<file path="src/logic/efc_params.svh">
`ifndef EFC_PARAMS_SVH
`define EFC_PARAMS_SVH

`define EFC_ADDR_ALARM_CTRL    8'h1A
`define EFC_ADDR_BUFFER_CTRL   8'h1B
`define EFC_RESET_BYTE         8'h00
`define EFC_ALARM_CTRL_MASK    8'hFC
`define EFC_BUFFER_CTRL_MASK   8'hF2

`define EFC_BIT_ERR_PERIOD     7
`define EFC_BIT_VIOL_TYPE      6
`define EFC_BIT_AUTO_AIS       5
`define EFC_BIT_AUTO_FAR_END   4
`define EFC_BIT_SERIAL_CTRL    3
`define EFC_BIT_FAILOVER       2

`define EFC_BIT_TX_BUFFER      7
`define EFC_BIT_TCB_FUNC       6
`define EFC_BIT_TIDLE_FUNC     5
`define EFC_BIT_REALIGN        4
`define EFC_BIT_BP_RATE        1

`define EFC_FRAME_NS           125000
`define EFC_LONG_PERIOD_NS     1000000000
`define EFC_SHORT_PERIOD_NS    62500000
`define EFC_LONG_FRAMES        (`EFC_LONG_PERIOD_NS / `EFC_FRAME_NS)
`define EFC_SHORT_FRAMES       (`EFC_SHORT_PERIOD_NS / `EFC_FRAME_NS)

`define EFC_MCLK_PERIOD_NS     10
`define EFC_CLK_LOSS_NS        2000
`define EFC_CLK_LOSS_CYCLES    (`EFC_CLK_LOSS_NS / `EFC_MCLK_PERIOD_NS)

`endif

</file>
<file path="src/logic/efc_pkg.sv">
package efc_pkg;
    typedef logic [7:0]  efc_byte_t;
    typedef logic [15:0] efc_count_t;
endpackage : efc_pkg

</file>
<file path="src/logic/efc_clkmon_if.sv">
`timescale 1ns/10ps
interface efc_clkmon_if;
    logic clock_level;
    logic clock_lost;

    modport monitor (input clock_level, output clock_lost);
    modport user    (output clock_level, input clock_lost);
endinterface : efc_clkmon_if

</file>
<file path="src/logic/efc_clock_monitor.sv">
`timescale 1ns/10ps
`include "efc_params.svh"
module efc_clock_monitor #(
    parameter int LOSS_CYCLES = `EFC_CLK_LOSS_CYCLES
) (
    input wire logic       MCLK,
    input wire logic       RESET_N,
    efc_clkmon_if.monitor  mon
);
    import efc_pkg::*;

    localparam int CW = $clog2(LOSS_CYCLES + 1);

    if (LOSS_CYCLES < 2) begin : g_bad_loss
        $error("efc_clock_monitor: LOSS_CYCLES must be at least 2");
    end

    logic          level_prev;
    logic [CW-1:0] idle_count;
    logic          lost;
    wire           edge_seen = mon.clock_level ^ level_prev;
    wire           at_limit  = (idle_count == CW'(LOSS_CYCLES - 1));

    // lost once the clock has held one level for LOSS_CYCLES cycles
    always_ff @(posedge MCLK or negedge RESET_N) begin
        if (!RESET_N) begin
            level_prev <= 1'b0;
            idle_count <= '0;
            lost       <= 1'b0;
        end else begin
            level_prev <= mon.clock_level;
            if (edge_seen) begin
                idle_count <= '0;
                lost       <= 1'b0;
            end else if (at_limit) begin
                lost       <= 1'b1;
            end else begin
                idle_count <= idle_count + 1'b1;
            end
        end
    end

    assign mon.clock_lost = lost;
endmodule : efc_clock_monitor

</file>
<file path="src/logic/efc_common_control.sv">
// Overview of operation
// - period bit 0 updates error counters each second, 1 every 500 frames.
// - violation counter counts bipolar violations at 0, code violations at 1.
// - either automatic alarm enable watches sync loss, all-ones and carrier loss.
// - any receive failure sends all-ones or far-end alarm per enable bit.
// - with failover enabled, a stopped transmit clock switches to receive clock.
// - transmit buffer bit routes data through or around transmit elastic store.
// - idle function bit 0 makes idle registers mark idle-code channels.
// - idle function bit 1 marks channels taking receive serial data.
// - realign bit falling from 1 to 0 resets both elastic store depths.
`timescale 1ns/10ps
`include "efc_params.svh"
module efc_common_control #(
    parameter int LONG_FRAMES  = `EFC_LONG_FRAMES,
    parameter int SHORT_FRAMES = `EFC_SHORT_FRAMES,
    parameter int LOSS_CYCLES  = `EFC_CLK_LOSS_CYCLES
) (
    input  wire logic               MCLK,
    input  wire logic               RESET_N,
    input  wire logic               CS_N,
    input  wire logic               RD_N,
    input  wire logic               WR_N,
    input  wire efc_pkg::efc_byte_t ADDR,
    input  wire efc_pkg::efc_byte_t DATA_IN,
    output efc_pkg::efc_byte_t      DATA_OUT,
    output logic                    DATA_OE_N,
    input  wire logic               FRAME_TICK,
    input  wire logic               BIPOLAR_VIOLATION,
    input  wire logic               CODE_VIOLATION,
    input  wire logic               RX_LOSS_OF_SYNC,
    input  wire logic               RX_ALL_ONES,
    input  wire logic               RX_LOSS_OF_CARRIER,
    input  wire logic               RX_DATA,
    input  wire logic               LINE_TRANSMIT_CLOCK,
    output logic                    ERR_COUNT_UPDATE,
    output efc_pkg::efc_count_t     VIOLATION_COUNT,
    output logic                    TX_FORCE_ALL_ONES,
    output logic                    TX_FAR_END_ALARM,
    output logic                    RECEIVE_SERIAL_DATA,
    output logic                    TX_CLOCK_FROM_RX,
    output logic                    TX_BUFFER_ENABLE,
    output logic                    TX_BLOCK_INSERT_SELECT,
    output logic                    TX_IDLE_INSERT_RX_DATA,
    output logic                    BUFFER_REALIGN,
    output logic                    TX_BACKPLANE_2048
);
    import efc_pkg::*;

    localparam int FW = $clog2(LONG_FRAMES + 1);

    if (LONG_FRAMES < 2 || SHORT_FRAMES < 2 || SHORT_FRAMES > LONG_FRAMES) begin : g_bad_frames
        $error("efc_common_control: frame counts must be 2 or more, short not above long");
    end

    // parallel port pins cross into MCLK through two flops
    logic      cs_n_s1, cs_n_s2, cs_n_s3;
    logic      rd_n_s1, rd_n_s2;
    logic      wr_n_s1, wr_n_s2, wr_n_s3;
    efc_byte_t addr_s1, addr_s2;
    efc_byte_t data_s1, data_s2;
    logic      line_clk_s1, line_clk_s2;

    always_ff @(posedge MCLK or negedge RESET_N) begin
        if (!RESET_N) begin
            {cs_n_s1, cs_n_s2, cs_n_s3} <= 3'h7;
            {rd_n_s1, rd_n_s2}          <= 2'h3;
            {wr_n_s1, wr_n_s2, wr_n_s3} <= 3'h7;
            {addr_s1, addr_s2}          <= 16'h0000;
            {data_s1, data_s2}          <= 16'h0000;
            {line_clk_s1, line_clk_s2}  <= 2'h0;
        end else begin
            cs_n_s1 <= CS_N;
            cs_n_s2 <= cs_n_s1;
            cs_n_s3 <= cs_n_s2;
            rd_n_s1 <= RD_N;
            rd_n_s2 <= rd_n_s1;
            wr_n_s1 <= WR_N;
            wr_n_s2 <= wr_n_s1;
            wr_n_s3 <= wr_n_s2;
            addr_s1 <= ADDR;
            addr_s2 <= addr_s1;
            data_s1 <= DATA_IN;
            data_s2 <= data_s1;
            line_clk_s1 <= LINE_TRANSMIT_CLOCK;
            line_clk_s2 <= line_clk_s1;
        end
    end

    // a write is taken at the rising edge of the write strobe
    wire write_fire  = wr_n_s2 & ~wr_n_s3 & ~cs_n_s3;
    wire sel_alarm   = (addr_s2 == `EFC_ADDR_ALARM_CTRL);
    wire sel_buffer  = (addr_s2 == `EFC_ADDR_BUFFER_CTRL);
    wire read_active = ~cs_n_s2 & ~rd_n_s2;

    efc_byte_t alarm_ctrl;
    efc_byte_t buffer_ctrl;
    // unassigned bits are never stored and read back as zero
    wire efc_byte_t next_alarm_ctrl  = (write_fire && sel_alarm) ?
                                       (data_s2 & `EFC_ALARM_CTRL_MASK) : alarm_ctrl;
    wire efc_byte_t next_buffer_ctrl = (write_fire && sel_buffer) ?
                                       (data_s2 & `EFC_BUFFER_CTRL_MASK) : buffer_ctrl;
    wire efc_byte_t next_data_out    = sel_alarm  ? alarm_ctrl  :
                                       sel_buffer ? buffer_ctrl : `EFC_RESET_BYTE;

    wire err_period_short = alarm_ctrl[`EFC_BIT_ERR_PERIOD];
    wire viol_type_code   = alarm_ctrl[`EFC_BIT_VIOL_TYPE];
    wire auto_ais         = alarm_ctrl[`EFC_BIT_AUTO_AIS];
    wire auto_far_end     = alarm_ctrl[`EFC_BIT_AUTO_FAR_END];
    wire serial_force     = alarm_ctrl[`EFC_BIT_SERIAL_CTRL];
    wire failover_enable  = alarm_ctrl[`EFC_BIT_FAILOVER];
    wire realign_bit      = buffer_ctrl[`EFC_BIT_REALIGN];

    always_ff @(posedge MCLK or negedge RESET_N) begin
        if (!RESET_N) begin
            alarm_ctrl  <= `EFC_RESET_BYTE;
            buffer_ctrl <= `EFC_RESET_BYTE;
            DATA_OUT    <= `EFC_RESET_BYTE;
            DATA_OE_N   <= 1'b1;
        end else begin
            alarm_ctrl  <= next_alarm_ctrl;
            buffer_ctrl <= next_buffer_ctrl;
            DATA_OUT    <= next_data_out;
            DATA_OE_N   <= ~read_active;
        end
    end

    // error counter update period, counted in frames
    logic [FW-1:0] frame_count;
    wire  [FW-1:0] frame_limit = err_period_short ? FW'(SHORT_FRAMES) : FW'(LONG_FRAMES);
    wire           update_now  = FRAME_TICK && (frame_count >= frame_limit - 1'b1);
    wire  [FW-1:0] next_frame_count = update_now ? '0 :
                                      FRAME_TICK ? frame_count + 1'b1 : frame_count;

    // selected violation source feeds the accumulator
    efc_count_t    violation_acc;
    wire           viol_inc = viol_type_code ? CODE_VIOLATION : BIPOLAR_VIOLATION;
    wire           acc_full = &violation_acc;
    wire efc_count_t next_violation_acc = update_now ? efc_count_t'(viol_inc) :
                                          (acc_full ? violation_acc :
                                           violation_acc + efc_count_t'(viol_inc));

    always_ff @(posedge MCLK or negedge RESET_N) begin
        if (!RESET_N) begin
            frame_count      <= '0;
            violation_acc    <= '0;
            VIOLATION_COUNT  <= '0;
            ERR_COUNT_UPDATE <= 1'b0;
        end else begin
            frame_count      <= next_frame_count;
            violation_acc    <= next_violation_acc;
            ERR_COUNT_UPDATE <= update_now;
            if (update_now) begin
                VIOLATION_COUNT <= violation_acc;
            end
        end
    end

    // automatic alarms; all-ones wins if software sets both enables
    wire rx_failure     = RX_LOSS_OF_SYNC | RX_ALL_ONES | RX_LOSS_OF_CARRIER;
    wire next_force_ais = rx_failure & auto_ais;
    wire next_far_end   = rx_failure & auto_far_end & ~auto_ais;
    wire next_serial    = (serial_force & RX_LOSS_OF_SYNC) | RX_DATA;

    efc_clkmon_if clkmon ();
    assign clkmon.clock_level = line_clk_s2;

    efc_clock_monitor #(
        .LOSS_CYCLES (LOSS_CYCLES)
    ) u_clock_monitor (
        .MCLK    (MCLK),
        .RESET_N (RESET_N),
        .mon     (clkmon.monitor)
    );

    logic realign_prev;

    always_ff @(posedge MCLK or negedge RESET_N) begin
        if (!RESET_N) begin
            TX_FORCE_ALL_ONES      <= 1'b0;
            TX_FAR_END_ALARM       <= 1'b0;
            RECEIVE_SERIAL_DATA    <= 1'b0;
            TX_CLOCK_FROM_RX       <= 1'b0;
            TX_BUFFER_ENABLE       <= 1'b0;
            TX_BLOCK_INSERT_SELECT <= 1'b0;
            TX_IDLE_INSERT_RX_DATA <= 1'b0;
            TX_BACKPLANE_2048      <= 1'b0;
            BUFFER_REALIGN         <= 1'b0;
            realign_prev           <= 1'b0;
        end else begin
            TX_FORCE_ALL_ONES      <= next_force_ais;
            TX_FAR_END_ALARM       <= next_far_end;
            RECEIVE_SERIAL_DATA    <= next_serial;
            TX_CLOCK_FROM_RX       <= failover_enable & clkmon.clock_lost;
            TX_BUFFER_ENABLE       <= buffer_ctrl[`EFC_BIT_TX_BUFFER];
            TX_BLOCK_INSERT_SELECT <= buffer_ctrl[`EFC_BIT_TCB_FUNC];
            TX_IDLE_INSERT_RX_DATA <= buffer_ctrl[`EFC_BIT_TIDLE_FUNC];
            TX_BACKPLANE_2048      <= buffer_ctrl[`EFC_BIT_BP_RATE];
            realign_prev           <= realign_bit;
            BUFFER_REALIGN         <= realign_prev & ~realign_bit;
        end
    end
endmodule : efc_common_control

</file>
<file path="config.mk">
export PLATFORM = sky130hd
export DESIGN_NAME = efc_common_control
export DESIGN_NICKNAME = d
export VERILOG_FILES = /design/src/logic/efc_pkg.sv /design/src/logic/efc_clkmon_if.sv /design/src/logic/efc_clock_monitor.sv /design/src/logic/efc_common_control.sv
export VERILOG_INCLUDE_DIRS = /design/src /design/src/logic
export SDC_FILE = /design/constraint.sdc
export NUM_CORES = 1
export LEC_CHECK = 0
export ABC_AREA = 1
export BUFFER_PORTS_ARGS = -buffer_cell sky130_fd_sc_hd__buf_2
export CAP_MARGIN = 20
export CORE_MARGIN = 5
export CORE_UTILIZATION = 42
export CTS_BUF_LIST = sky130_fd_sc_hd__clkbuf_4
export CTS_CLUSTER_SIZE = 10
export DETAILED_ROUTE_END_ITERATION = 8
export PLACE_DENSITY = 0.6
export SYNTH_ARGS = -nofsm -noshare
export SYNTH_HDL_FRONTEND = slang
export SYNTH_SLANG_ARGS = --single-unit
</file>
<file path="constraint.sdc">
create_clock -name MCLK -period 2.1 [get_ports MCLK]
set_input_delay 0.63 -clock MCLK [delete_from_list [all_inputs] [get_ports MCLK]]
set_output_delay 0.63 -clock MCLK [all_outputs]
set_load 0.01 [all_outputs]
</file>
; Word level (Yosys, flattened, before mapping)
; Cells that the tools add are included.
[totals]
wordCells = 83
ff_bits = 128
input_bits = 29
output_inout_bits = 35
[classes]
mux = 12
magnitude_cmp = 1
n_bitwise = 20
add_sub_neg = 4
reduce_logical = 6
n_eq_ne = 5
[ops]
columns = op, count
row1 = two-way mux 13 bit, 3
row2 = two-way mux 16 bit, 2
row3 = two-way mux 8 bit, 4
row4 = adder 16 x 1 -> 16 bit, 1
row5 = equality test 8 x 5 -> 1 bit (second input constant), 2
row6 = AND reduction 16 bit, 1
row7 = adder 13 x 1 -> 13 bit (second input constant), 1
row8 = greater-or-equal comparator 13 bit, 1
row9 = subtractor 13 x 1 -> 13 bit (second input constant), 1
row10 = AND 1 bit, 9
row11 = adder 8 x 1 -> 8 bit (second input constant), 1
row12 = equality test 8 bit (second input constant), 1
row13 = NOT 1 bit, 7
row14 = nonzero test 2 bit, 2
row15 = logical AND 1 bit, 3
row16 = two-way mux 1 bit, 3
row17 = bitwise OR 1 bit, 3
row18 = != test 2 x 1 -> 1 bit (second input constant), 1
row19 = != test 2 bit (second input constant), 1
row20 = XOR 1 bit, 1

; Depth between registers and ports, before layout
[depth]
depth_word = 5
depth_mapped = 12
depth_no_buf = 12

; Modules after synthesis
; From an unflattened synthesis, not the netlist that was laid out.
[hier_totals]
hier_cells = 572
area_unflattened_um2 = 5325.1
[by_module_without_submodules]
columns = module, n_inst, area_each_um2, cells_each, seq_area_each_um2
row1 = efc_common_control, 1, 4795.8, 504, 2889.0
row2 = efc_clock_monitor, 1, 529.3, 68, 250.2

; Worst setup path after synthesis
; Ideal clock, no wire load.
[synth_timing]
path_kind = input to register
start = in CODE_VIOLATION
end = reg violation_acc[8]
arrival_time_ns = 1.750
required_time_ns = 1.978
stages = 11
slack_ns = 0.227
setup_time_ns = 0.122
path_buffers = 0
cell_sequence = nand2_1 nand2_1 ha_1 ha_1 inv_1 nor2_1 nand2_1 xor2_1 inv_1 nand2_1 nand2_1
[synth_via]
elab_chain_len = 4
[synth_lines]
columns = item, line
row1 = start: declaration, efc_common_control.sv:29  ; input wire logic CODE_VIOLATION,
row2 = two-way mux 1 bit, efc_common_control.sv:136  ; wire viol_inc = viol_type_code ? CODE_VIOLATION : BIPOLAR_VIOLATION;
row3 = adder 16 x 1 -> 16 bit, efc_common_control.sv:140  ; violation_acc + efc_count_t'(viol_inc));
row4 = two-way mux 16 bit, efc_common_control.sv:139  ; (acc_full ? violation_acc :
row5 = two-way mux 16 bit, efc_common_control.sv:138  ; wire efc_count_t next_violation_acc = update_now ? efc_count_t'(viol_inc) :
row6 = end signal: assignment, efc_common_control.sv:150  ; violation_acc <= next_violation_acc;
row7 = end: declaration, efc_common_control.sv:135  ; efc_count_t violation_acc;
; No other way between the ends. The select of a mux whose other input is x is not followed.
; A chain may end at the register's enable or synchronous reset.

; Worst setup path in the final report
[layout_timing]
start = reg alarm_ctrl[7]
end = reg VIOLATION_COUNT[4]
[layout_via]
elab_chain_len = 4
[layout_lines]
columns = item, line
row1 = start: declaration, efc_common_control.sv:95  ; efc_byte_t alarm_ctrl;
row2 = start signal: assignment, efc_common_control.sv:115  ; alarm_ctrl <= `EFC_RESET_BYTE;
row3 = start signal: assignment, efc_common_control.sv:120  ; alarm_ctrl <= next_alarm_ctrl;
row4 = two-way mux 13 bit, efc_common_control.sv:129  ; wire [FW-1:0] frame_limit = err_period_short ? FW'(SHORT_FRAMES) : FW'(LONG_FRAMES);
row5 = subtractor 13 x 1 -> 13 bit, efc_common_control.sv:130  ; wire update_now = FRAME_TICK && (frame_count >= frame_limit - 1'b1);
row6 = greater-or-equal comparator 13 bit, efc_common_control.sv:130
row7 = logical AND 1 bit, efc_common_control.sv:130
row8 = end signal: assignment, efc_common_control.sv:153  ; VIOLATION_COUNT <= violation_acc;
row9 = end: declaration, efc_common_control.sv:36  ; output efc_pkg::efc_count_t VIOLATION_COUNT,
; No other way between the ends.

==> results_dict.tcl <==
set metrics [dict create \
    p_clk_share_pct 29.3 \
    fillers 1185 \
    cts-htree-levels 4 \
    synth_cells 545 \
    min_to "addr_s1[3]" \
    start_kind "flip-flop" \
    grt_pass1_vias 3681 \
    cts_tree "yes" \
    antenna_found_initial 1 \
    worstSetupEndpointType "flip-flop" \
    finalPower_mw 5.468 \
    fp.dieH_um 121.4 \
    slew_headroom_pct 63.42 \
    viasPerCell 4.697 \
    cp_max_fo 17 \
    worst_pin_slew_ns 0.5487 \
    multiInputGateArea_sq_mm 0.001790 \
    fin_util_pct 50.58 \
    powerDensity_mw_per_mm2 892.7 \
    internal-power_mw 3.771 \
    pwr-share-comb_pct 16.8 \
    drt_wl_total_mm 9.913 \
    rows 40 \
    cts_root_buf "clkbuf_4" \
    grt.overflow.total 0 \
    stdcell_count 816 \
    setup_viol 0 \
    drive_gt1_share_pct 22.41 \
    cp.required_ns 2.51 \
    cts.sinks 125 \
    clkSlewWorstSetupHoldPaths_ns 0.11 \
    initialDrtViolationCount 277 \
    track_usage_pct 14.82 \
    worst-setup-path-type "reg2reg" \
    max_freq_mhz 518.3 \
    avgSynthCellArea_sq_um 9.562 \
    areaGrowthSynthToFinish_pct 17.55 \
    ir_worst_vdd_v 0.0005144 \
    grt_max_degree 81 \
    core_area_sq_mm 0.01211 \
    hold_depth 1 \
    dp.cells 779 \
    timing.hold.ws_ns 0.2033 \
    wl_per_cell_um 12.15 \
    synth_nets 586 \
    ys_seq_area_share_pct 60.24 \
    numCtsBuffers 17 \
    r2r_setup_slack_ns 0.17 \
    num_vias 3833 \
    gp_congestion 0.8462 \
    final_cell_area_sq_mm 0.006126 \
    grt_pass1_wl_mm 17.15 \
    r2r-end "VIOLATION_COUNT[4]" \
    p_seq_share_pct 53.9 \
    remaining_drc_errors 0 \
    ys_types 38 \
    syn_area_sq_mm 0.005211 \
    slew_violations 0 \
    port_buffers 61 \
    final.setup.worst_slack_ns 0.1708 \
    hold_violations 0 \
    first_pass_iters 4 \
    holdCritStartpoint "ADDR[3]" \
    cp.arrival_ns 2.34 \
    layout.nets 675 \
    dieWidth_um 121.4 \
    p_sw_mw 1.697 \
    dp_slack_ns 0.02420 \
    fin_crit_ns 1.929 \
    ys_ff_latch 125 \
    start_util_pct 43.03 \
    r2r-start "alarm_ctrl[7]" \
    die_area_sq_mm 0.01474 \
    yosysWarningCount 0 \
    period_share_pct 91.87 \
    ant_nets 0 \
    setup_tns_ns 0 \
    r2r_cells 11 \
    regArea_sq_mm 0.003141 \
    p_leak_nw 3.276 \
    dp_hpwl_mm 6.929 \
    status "finished, final reports clean" \
    skew_ns 0.01337 \
    ioPinCount 64 \
    clkLatencyLatePin_ns 0.52 \
    cts_buffer_depth 2 \
    rsz0062_at_grt "no" \
    hp-class "in2reg" \
    drv_cap 0 \
    dpl_cell_area_sq_mm 0.005779 \
    sw_frac_of_total_pct 31.04 \
]
## sequential cells by signal, indices dropped and copies added, names as in the netlist, 5 cells and up
signal	flops
VIOLATION_COUNT	16
violation_acc	16
frame_count	13
addr_s1	8
addr_s2	8
u_clock_monitor.idle_count	8
DATA_OUT	7
data_s1	7
data_s2	7
alarm_ctrl	6
buffer_ctrl	5
## synth_stat cells, drive strengths merged
master  instances  area, sq um
nand3          59        312.8
nor2           61        256.5
a31o            1        8.760
conb            1        3.750
a21o            1        7.510
nor4            1        6.260
clkbuf          2        7.510
xor2           10        87.58
nand4          10        68.81
xnor2           3        26.28
or2             1        6.260
ha             12        150.1
nor4b           1        23.77
nand2         156        606.8
o21a            1        7.510
inv            57        219.0
nor3           10        60.06
nor3b           1        12.51
dfrtp         116         2903
o21bai          1        7.510
and3            1        6.260
a21oi           3        15.01
dfstp           9        236.5
o21ai          20        100.1
and2            1        6.260
buf             6        65.06
## cell families (layout without fill, tap and decap cells)
| logic type | after synthesis | count (layout) | synth area share (%) |
|---|---|---|---|
| xor+xnor | 13 | 13 | 2.185 |
| compound gates | 27 | 27 | 2.809 |
| other cells | 1 | 2 | 0.07196 |
| flops | 125 | 125 | 60.24 |
| fa+ha+maj | 12 | 12 | 2.881 |
| simple gates | 302 | 302 | 26.22 |
| buf+inv | 65 | 167 | 5.594 |
## cell usage in the layout (no fill, tap or decap), types with 2 or more instances in the layout
master,netlist,routed
buf_12,1,4
nor3_2,2,2
inv_1,54,54
nand2_1,153,153
nand3_1,57,57
nand4_1,9,9
bufinv_16,0,2
buf_4,3,13
clkinv_1,0,2
xor2_1,10,10
o21ai_0,17,17
xnor2_1,3,3
clkbuf_4,0,20
nor3_1,8,8
nor2_2,11,13
nor2_1,50,48
o21ai_1,3,3
clkinv_2,0,3
dfstp_2,9,9
a21oi_1,3,3
ha_1,12,12
clkinv_4,0,4
inv_2,2,2
buf_2,0,60
dfrtp_1,116,115
## power by group through the flow
stage	clock [mW]	combinational, mW	sequential [mW]
after global routing	1.79	1.08	2.99
after floorplan	0	0.676	2.91
final	1.60	0.919	2.95
after CTS	1.67	0.920	2.94
after global placement	0	0.891	2.98
after detailed placement	0	0.919	2.98
## cell type report
cell class                 count  share of cell area, %
clock inverter                12                  2.042
tap                          168                  3.431
clock buffer                  20                  2.451
timing repair buffer          78                  7.966
antenna                        1                0.04085
multi-input combinational    355                  29.23
inverter                      57                  3.574
sequential                   125                  51.27
## worst max-delay path, stage by stage, from the launching register on
cell     delay (ns)
dfrtp_2        0.49
inv_1          0.11
ha_1           0.33
nand3_1        0.09
nand2_1        0.06
nand2_1        0.06
inv_1          0.04
nor2_2         0.13
nand3_4        0.12
buf_4          0.22
nand3_1        0.09
nand2_1        0.06
## routing by layer
metal	up-vias	track usage (%)	share of wire (%)
met2	69	22.56	46
met5	-	0	0
met1	1831	19.41	47
met3	14	4.662	4.9
met4	0	6.653	1.6
li1	1919	-	-
## how the worst max path moves through the flow
stage,startpoint,end,slack (ns)
global route,alarm_ctrl[7],VIOLATION_COUNT[15],0.007
detailed placement,BIPOLAR_VIOLATION,violation_acc[8],0.02
global placement,BIPOLAR_VIOLATION,violation_acc[8],0.02
CTS,alarm_ctrl[7],violation_acc[10],0.002
finish,alarm_ctrl[7],VIOLATION_COUNT[4],0.17
floorplan,CODE_VIOLATION,violation_acc[8],0.23
## timing repair
action,in CTS,in global routing
endpoints found under the hold margin,0,1
resized for setup,0,4
setup buffers,0,3
setup endpoints to repair,0,46
hold buffers,0,1
Power figures use the tool's default switching activity.
